--- src/inc/supply_monitor_defines.vh ---
// Functional notes
// RULE_01: Keep 12-bit IIR average, nibble in high register
// RULE_02: Filter time constant comes from control field
// RULE_03: Measure pin A when mode is 1
// RULE_04: Addressed result register holds off its updates
// RULE_05: High read copies low byte into shadow
// RULE_06: Host scales pin B code by 1.49
// RULE_07: Host scales pin A code by 1.01
// RULE_08: Track 12-bit minimum, nibble in high register
// RULE_09: Low byte register holds bits 7:0
// RULE_10: Host writes zeros to reserved bits 7:4
// RULE_11: Clear restarts average, minimum reloads full scale
`ifndef SUPPLY_MONITOR_DEFINES_VH
`define SUPPLY_MONITOR_DEFINES_VH

`define OFS_AVG_HIGH 8'h1b
`define OFS_AVG_LOW 8'h1c
`define OFS_MIN_HIGH 8'h1d
`define OFS_MIN_LOW 8'h1e
`define RESULT_RESET 8'h00
`define CODE_WIDTH 12
`define TAU_WIDTH 3
`define FRAC_BITS 8
`define FULL_SCALE 12'hfff
`define PIN_A_MODE 1'b1
`define DEVICE_ADDR 7'h2a

`endif

--- src/hw/supply_tracker.v ---
`timescale 1ns/1ns
`default_nettype none
`include "supply_monitor_defines.vh"

module supply_tracker (
  input wire clk,
  input wire rst_n,
  input wire sample_valid,
  input wire [11:0] sample,
  input wire [2:0] tau,
  input wire clear,
  input wire hold_avg,
  input wire hold_min,
  output wire [11:0] average,
  output reg [11:0] minimum
);

  reg [19:0] acc;
  reg avg_fresh;
  reg min_fresh;
  wire signed [20:0] diff;
  wire signed [20:0] step;

  // Fixed point keeps small steps from vanishing at long time constants
  assign diff = $signed({1'b0, sample, 8'h00}) - $signed({1'b0, acc});
  assign step = diff >>> tau; // see RULE_02
  assign average = acc[19:8]; // see RULE_01

  always @(posedge clk or negedge rst_n) begin
    if (!rst_n) begin
      acc <= 20'h0_0000;
      avg_fresh <= 1'b1;
    end else if (clear) begin
      acc <= 20'h0_0000; // see RULE_11
      avg_fresh <= 1'b1;
    end else if (sample_valid && !hold_avg) begin // see RULE_04
      avg_fresh <= 1'b0;
      if (avg_fresh) begin
        acc <= {sample, 8'h00};
      end else begin
        acc <= acc + step[19:0]; // see RULE_01
      end
    end
  end

  // Samples arriving during a hold are lost, not queued
  always @(posedge clk or negedge rst_n) begin
    if (!rst_n) begin
      minimum <= 12'h000;
      min_fresh <= 1'b1;
    end else if (clear) begin
      minimum <= `FULL_SCALE; // see RULE_11
      min_fresh <= 1'b1;
    end else if (sample_valid && !hold_min) begin // see RULE_04
      min_fresh <= 1'b0;
      if (min_fresh || sample < minimum) begin
        minimum <= sample; // see RULE_08
      end
    end
  end

endmodule
`default_nettype wire

--- src/hw/supply_monitor_readout.v ---
`timescale 1ns/1ns
`default_nettype none
`include "supply_monitor_defines.vh"

module supply_monitor_readout (
  input wire clk,
  input wire rst_n,
  input wire scl,
  input wire sda_in,
  output wire sda_out,
  output reg sda_oe,
  input wire sample_valid,
  input wire [11:0] sample_pin_a,
  input wire [11:0] sample_pin_b,
  input wire supply_present_mode,
  input wire [2:0] filter_time_constant,
  input wire clear
);

  localparam [7:0] S_IDLE = 8'h01;
  localparam [7:0] S_ADDR = 8'h02;
  localparam [7:0] S_ACK_ADDR = 8'h04;
  localparam [7:0] S_PTR = 8'h08;
  localparam [7:0] S_ACK_WR = 8'h10;
  localparam [7:0] S_WDATA = 8'h20;
  localparam [7:0] S_TX = 8'h40;
  localparam [7:0] S_HOST_ACK = 8'h80;

  reg [2:0] scl_sync;
  reg [2:0] sda_sync;
  reg [7:0] state;
  reg [3:0] bit_cnt;
  reg [7:0] shift;
  reg [7:0] tx_byte;
  reg [7:0] pointer;
  reg busy;
  reg is_read;
  reg host_nack;
  reg [7:0] avg_low_shadow;
  reg [7:0] min_low_shadow;
  wire scl_s;
  wire sda_s;
  wire scl_rise;
  wire scl_fall;
  wire start_cond;
  wire stop_cond;
  wire [11:0] sample;
  wire [11:0] average;
  wire [11:0] minimum;
  wire hold_avg;
  wire hold_min;
  wire load_tx;
  wire [7:0] pointer_next;

  // Two stages before use; stage 0 is read only by stage 1
  always @(posedge clk or negedge rst_n) begin
    if (!rst_n) begin
      scl_sync <= 3'b111;
      sda_sync <= 3'b111;
    end else begin
      scl_sync <= {scl_sync[1:0], scl};
      sda_sync <= {sda_sync[1:0], sda_in};
    end
  end

  assign scl_s = scl_sync[1];
  assign sda_s = sda_sync[1];
  assign scl_rise = scl_s && !scl_sync[2];
  assign scl_fall = !scl_s && scl_sync[2];
  assign start_cond = scl_s && scl_sync[2] && sda_sync[2] && !sda_s;
  assign stop_cond = scl_s && scl_sync[2] && !sda_sync[2] && sda_s;

  // Open drain: only ever pull low
  assign sda_out = 1'b0;

  assign sample = (supply_present_mode == `PIN_A_MODE) ?
                  sample_pin_a : sample_pin_b; // see RULE_03

  // Hold lasts while busy with the pointer on the pair, costing a few samples per read
  assign hold_avg = busy && (pointer == `OFS_AVG_HIGH ||
                             pointer == `OFS_AVG_LOW); // see RULE_04
  assign hold_min = busy && (pointer == `OFS_MIN_HIGH ||
                             pointer == `OFS_MIN_LOW); // see RULE_04

  supply_tracker supply_tracker_inst (
    .clk(clk),
    .rst_n(rst_n),
    .sample_valid(sample_valid),
    .sample(sample),
    .tau(filter_time_constant),
    .clear(clear),
    .hold_avg(hold_avg),
    .hold_min(hold_min),
    .average(average),
    .minimum(minimum)
  );

  function [7:0] read_mux;
    input [7:0] ofs;
    input [11:0] avg;
    input [11:0] mn;
    input [7:0] avg_sh;
    input [7:0] min_sh;
    begin
      case (ofs)
        `OFS_AVG_HIGH: read_mux = {4'h0, avg[11:8]}; // see RULE_01
        `OFS_AVG_LOW: read_mux = avg_sh; // see RULE_09
        `OFS_MIN_HIGH: read_mux = {4'h0, mn[11:8]}; // see RULE_08
        `OFS_MIN_LOW: read_mux = min_sh; // see RULE_09
        default: read_mux = `RESULT_RESET;
      endcase
    end
  endfunction

  assign load_tx = scl_fall &&
                   ((state == S_ACK_ADDR && is_read) ||
                    (state == S_HOST_ACK && !host_nack));
  assign pointer_next = pointer + 8'h01;

  // High read freezes the matching low byte for the next read
  always @(posedge clk or negedge rst_n) begin
    if (!rst_n) begin
      avg_low_shadow <= `RESULT_RESET;
      min_low_shadow <= `RESULT_RESET;
    end else if (load_tx) begin
      if (pointer == `OFS_AVG_HIGH) begin
        avg_low_shadow <= average[7:0]; // see RULE_05
      end
      if (pointer == `OFS_MIN_HIGH) begin
        min_low_shadow <= minimum[7:0]; // see RULE_05
      end
    end
  end

  always @(posedge clk or negedge rst_n) begin
    if (!rst_n) begin
      state <= S_IDLE;
      bit_cnt <= 4'h0;
      shift <= 8'h00;
      tx_byte <= 8'h00;
      pointer <= 8'h00;
      busy <= 1'b0;
      is_read <= 1'b0;
      host_nack <= 1'b0;
      sda_oe <= 1'b0;
    end else if (start_cond) begin
      state <= S_ADDR;
      bit_cnt <= 4'h0;
      busy <= 1'b1;
      sda_oe <= 1'b0;
    end else if (stop_cond) begin
      state <= S_IDLE;
      busy <= 1'b0;
      sda_oe <= 1'b0;
    end else begin
      if (load_tx) begin
        tx_byte <= read_mux(pointer, average, minimum,
                            avg_low_shadow, min_low_shadow);
        pointer <= pointer_next;
      end
      case (state)
        S_IDLE: begin
          sda_oe <= 1'b0;
        end
        S_ADDR, S_PTR, S_WDATA: begin
          if (scl_rise) begin
            shift <= {shift[6:0], sda_s};
            bit_cnt <= bit_cnt + 4'h1;
          end else if (scl_fall && bit_cnt == 4'h8) begin
            bit_cnt <= 4'h0;
            if (state == S_ADDR) begin
              if (shift[7:1] == `DEVICE_ADDR) begin
                is_read <= shift[0];
                sda_oe <= 1'b1;
                state <= S_ACK_ADDR;
              end else begin
                busy <= 1'b0;
                state <= S_IDLE;
              end
            end else begin
              // Result registers are read-only; written data is dropped
              if (state == S_PTR) begin
                pointer <= shift;
              end
              sda_oe <= 1'b1;
              state <= S_ACK_WR;
            end
          end
        end
        S_ACK_ADDR: begin
          if (scl_fall) begin
            if (is_read) begin
              sda_oe <= 1'b0;
              state <= S_TX;
            end else begin
              sda_oe <= 1'b0;
              state <= S_PTR;
            end
          end
        end
        S_ACK_WR: begin
          if (scl_fall) begin
            sda_oe <= 1'b0;
            state <= S_WDATA;
          end
        end
        S_TX: begin
          sda_oe <= !tx_byte[7];
          if (scl_fall) begin
            tx_byte <= {tx_byte[6:0], 1'b0};
            bit_cnt <= bit_cnt + 4'h1;
            if (bit_cnt == 4'h7) begin
              bit_cnt <= 4'h0;
              sda_oe <= 1'b0;
              state <= S_HOST_ACK;
            end else begin
              sda_oe <= !tx_byte[6];
            end
          end
        end
        S_HOST_ACK: begin
          sda_oe <= 1'b0;
          if (scl_rise) begin
            host_nack <= sda_s;
          end else if (scl_fall) begin
            state <= host_nack ? S_IDLE : S_TX;
          end
        end
        default: begin
          state <= S_IDLE;
          sda_oe <= 1'b0;
        end
      endcase
    end
  end

endmodule
`default_nettype wire

--- config.mk ---
export PLATFORM = sky130hd
export DESIGN_NAME = supply_monitor_readout
export DESIGN_NICKNAME = d
export VERILOG_FILES = /design/src/hw/supply_tracker.v /design/src/hw/supply_monitor_readout.v
export VERILOG_INCLUDE_DIRS = /design/src /design/src/inc
export SDC_FILE = /design/constraint.sdc
export NUM_CORES = 1
export LEC_CHECK = 0
export BUFFER_PORTS_ARGS = -buffer_cell sky130_fd_sc_hd__buf_2
export CAP_MARGIN = 20
export CORE_MARGIN = 4
export CORE_UTILIZATION = 41
export CTS_CLUSTER_DIAMETER = 120
export DETAILED_ROUTE_END_ITERATION = 8
export SLEW_MARGIN = 40
export SYNTH_ARGS = -nofsm -noshare
export SYNTH_HDL_FRONTEND = slang
export SYNTH_SLANG_ARGS = --single-unit
--- constraint.sdc ---
create_clock -name clk -period 4.9 [get_ports clk]
set_input_delay 1.47 -clock clk [delete_from_list [all_inputs] [get_ports clk]]
set_output_delay 1.47 -clock clk [all_outputs]
set_load 0.05 [all_outputs]
==> results.yml <==
run_status:
  outcome: "finished with violations"
  violations: "setup timing"
job:
  timing.max_cap.violations: 0
yosys:
  post-synth-top-area-cell: "dfrtp_1"
  syn_inst: 863
  synth_area_leaders: "dfrtp_1, ha_1, mux2_2"
  mappedNetlistNets: 949
  syn_avg_cell_area_um2: 8.52
  synth.distinct_cells: 70
  ys_seq_area_share_pct: 32.8
  yosysTopAreaCellShare_pct: 29.6
  syn_area_mm2: 0.00735
  synth_seq_cells: 96
  yosysMostFrequentCell: "nand2_1"
  synth-edff-count: 0
  synthFlopType: "dfrtp_1"
  synth_common_cells: "nand2_1, dfrtp_1, nor2_1"
  synthArstFlopShare_pct: 100
  yosys_warnings: 0
sta:
  period_share_pct: 116
  slew_headroom_pct: 44.5
  finalMaxSlewViolations: 0
  rsz0062_at_grt: "true"
  fin_skew_ns: 0.0177
  setup_viol: 13
  setup_ws_ns: -0.807
  fin_crit_ns: 5.71
  finalHoldViolations: 0
  finalSetupTns_ns: -6.70
  tightestPinTransition_ns: 0.826
  maxClockFrequency_mhz: 175
worst_setup_path:
  critPathMaxFanout: 4
  crit_chain: "buf_8 -> buf_12 -> mux2_4 -> ha_4 -> nand4_1 -> or3_4 -> a221oi_4 -> buf_4 -> o21ai_2 -> a211o_2 -> mux2i_2 -> mux2i_1 -> mux2_4 -> ha_4 -> a21oi_2 -> or3b_4 -> o221ai_4 -> nor2b_4 -> xnor2_1 -> nand2_1 -> a311oi_2"
  crit_type: "in2reg"
  start_kind: "input pin"
  cp_num_buf_inv: 3
  cp.required_ns: 5.16
  cp_top_family: "compound AO/OA/AOI/OAI gates"
  endpoint_kind: "flip-flop"
  crit_arrival_ns: 5.97
  slowest_stage: "or3_4"
  slowest_delay_ns: 0.42
placement:
  gp_congestion: 0.912
  dpl.hpwl_mm: 15.9
  placed_area_mm2: 0.00865
  port_buffers: 34
  dpl_worst_slack_ns: -1.07
final_layout:
  finalNetCount: 1077
  design_area_mm2: 0.00934
  fillCellCount: 1621
  drive_gt1_share_pct: 28.6
  n_antenna_cell: 0
  final_util_pct: 53.6
  syn_to_final_growth_pct: 27.1
global_routing:
  antenna_found_initial: 0
  gr-usage-all-layers_pct: 21.1
  grt_pass1_wl_mm: 34.0
  grt_max_degree: 71
  grt-ovfl-total: 0
  grt_pass1_vias: 6651
detailed_routing:
  routed_via_density: 5.60
  route.detailed.wl_per_inst_um: 17.1
  drt_iter0_drc: 331
  via_count: 6833
  dr.pass1.iters: 5
  wl_mm: 20.9
  ant_nets: 0
  drc: 0
clock_tree:
  clkTransAtPathRegs_ns: 0.08
  htreeDepth: 3
  cts.sinks: 96
  numCtsBuffers: 9
  cts_tree: "yes"
  root_buffer: "clkbuf_16"
  cts_max_path_buffers: 2
  clock_latency_ns: 0.36
floorplanning:
  core-area_mm2: 0.0174
  die_area_mm2: 0.0201
  die_height_um: 142
  placementRows: 48
  start_util_pct: 42.2
  io_pins: 36
  die_w_um: 142
pwr:
  swShare_pct: 37.0
  p_switching_mw: 1.13
  intPower_mw: 1.92
  ir_drop_mv: 0.239
  pwr-share-clk_pct: 24.0
  p_comb_share_pct: 47.3
  leakagePower_nw: 4.28
  p_seq_share_pct: 28.7
  power.density_mw_per_mm2: 326
min_path:
  min-delay-path-class: "reg2reg"
[cell type report]
class / count / area [µm²] / share of cell area [%]
inverters: 54 / 203 / 2.17
repair buffers: 157 / 1150 / 12.3
flip-flops and latches: 96 / 2410 / 25.8
well taps: 225 / 282 / 3.01
clock buffers: 9 / 225 / 2.41
clock inverters: 7 / 81.3 / 0.870
multi-input cells: 673 / 4990 / 53.4
[registers in the layout, summed over array words and instances, names as in the netlist, named ones only]
signal,cells
avg_low_shadow,8
bit_cnt,4
busy,1
host_nack,1
is_read,1
min_low_shadow,8
pointer,8
scl_sync,3
sda_oe,1
sda_sync,3
shift,8
state,8
supply_tracker_inst.acc,20
supply_tracker_inst.avg_fresh,1
supply_tracker_inst.min_fresh,1
supply_tracker_inst.minimum,12
[timing repair]
item | CTS | global route
gates resized for setup | 20 | 37
setup endpoints to repair | 14 | 14
hold buffers | 0 | 0
cloned | 0 | 0
hold endpoints to repair | 0 | 0
pin swaps | 26 | 31
buffers inserted | 4 | 11
[cells in the final DEF, fill, tap and decap left out, types with 18 or more instances in the layout]
master and n:
mux2i_1 25, nor3_1 18, mux2_2 27, nand2_1 99, buf_2 32, a21oi_1 33
xnor2_1 18, o21ai_0 54, inv_1 53, o211ai_1 21, ha_1 39, buf_4 118
nor2_1 71, dfrtp_1 87
[per-layer routing]
layer / part of all wire [%] / GRT usage [%] / wire (µm) / up-vias
met5: 0 / 0 / 0 / -
met4: 2.5 / 6.62 / 518 / 0
met3: 3.5 / 3.54 / 735 / 34
met2: 48 / 34.9 / 9950 / 124
met1: 46 / 28.3 / 9730 / 3285
li1: - / - / - / 3390
[logic make-up (layout without fill, tap and decap cells)]
| family | Yosys count | in the layout | synth area share (%) |
|---|---|---|---|
| adders and majority gates | 52 | 52 | 8.95 |
| xor gates and xnor gates | 32 | 32 | 3.81 |
| muxes | 62 | 62 | 9.04 |
| AOI/OAI and AO/OA | 245 | 245 | 22.2 |
| other | 1 | 1 | 0.0510 |
| buffers and inverters | 94 | 227 | 5.02 |
| DFF | 96 | 96 | 32.8 |
| and+or+nand+nor | 281 | 281 | 18.1 |
[stage by stage]
stage                     hold slack [ns]  cells  power, mW
after global placement              0.345   1190       2.15
after floorplan                     0.345    863       1.69
final                               0.361   1221       3.05
after global routing                0.366   1221       3.25
after CTS                           0.360   1210       2.95
after detailed placement            0.348   1190       2.15
[worst paths after layout]
check | startpoint | end | slack (ns) | depth (start not counted)
worst min register to register | scl_sync[0]$_DFF_PN1_ | scl_sync[1]$_DFF_PN1_ | 0.36 | 0
worst max-delay path | supply_present_mode | supply_tracker_inst.acc[14]$_DFFE_PN0P_ | -0.81 | 21
min in group asynchronous | rst_n | bit_cnt[2]$_DFFE_PN0P_ | 1.11 | 1
worst min-delay path | scl_sync[0]$_DFF_PN1_ | scl_sync[1]$_DFF_PN1_ | 0.36 | 0
max in group asynchronous | rst_n | avg_low_shadow[5]$_DFFE_PN0P_ | 3.08 | 2
worst max register to register | supply_tracker_inst.acc[1]$_DFFE_PN0P_ | supply_tracker_inst.acc[14]$_DFFE_PN0P_ | 0.13 | 20
[power by group through the flow]
stage / Combinational, mW / Clock (mW) / Sequential (mW)
floorplan: 0.819 / 0 / 0.875
global placement: 1.26 / 0 / 0.888
detailed placement: 1.26 / 0 / 0.889
CTS: 1.33 / 0.752 / 0.873
global route: 1.58 / 0.787 / 0.879
finish: 1.44 / 0.731 / 0.874
Note: power is estimated with default switching activity, not from simulation.
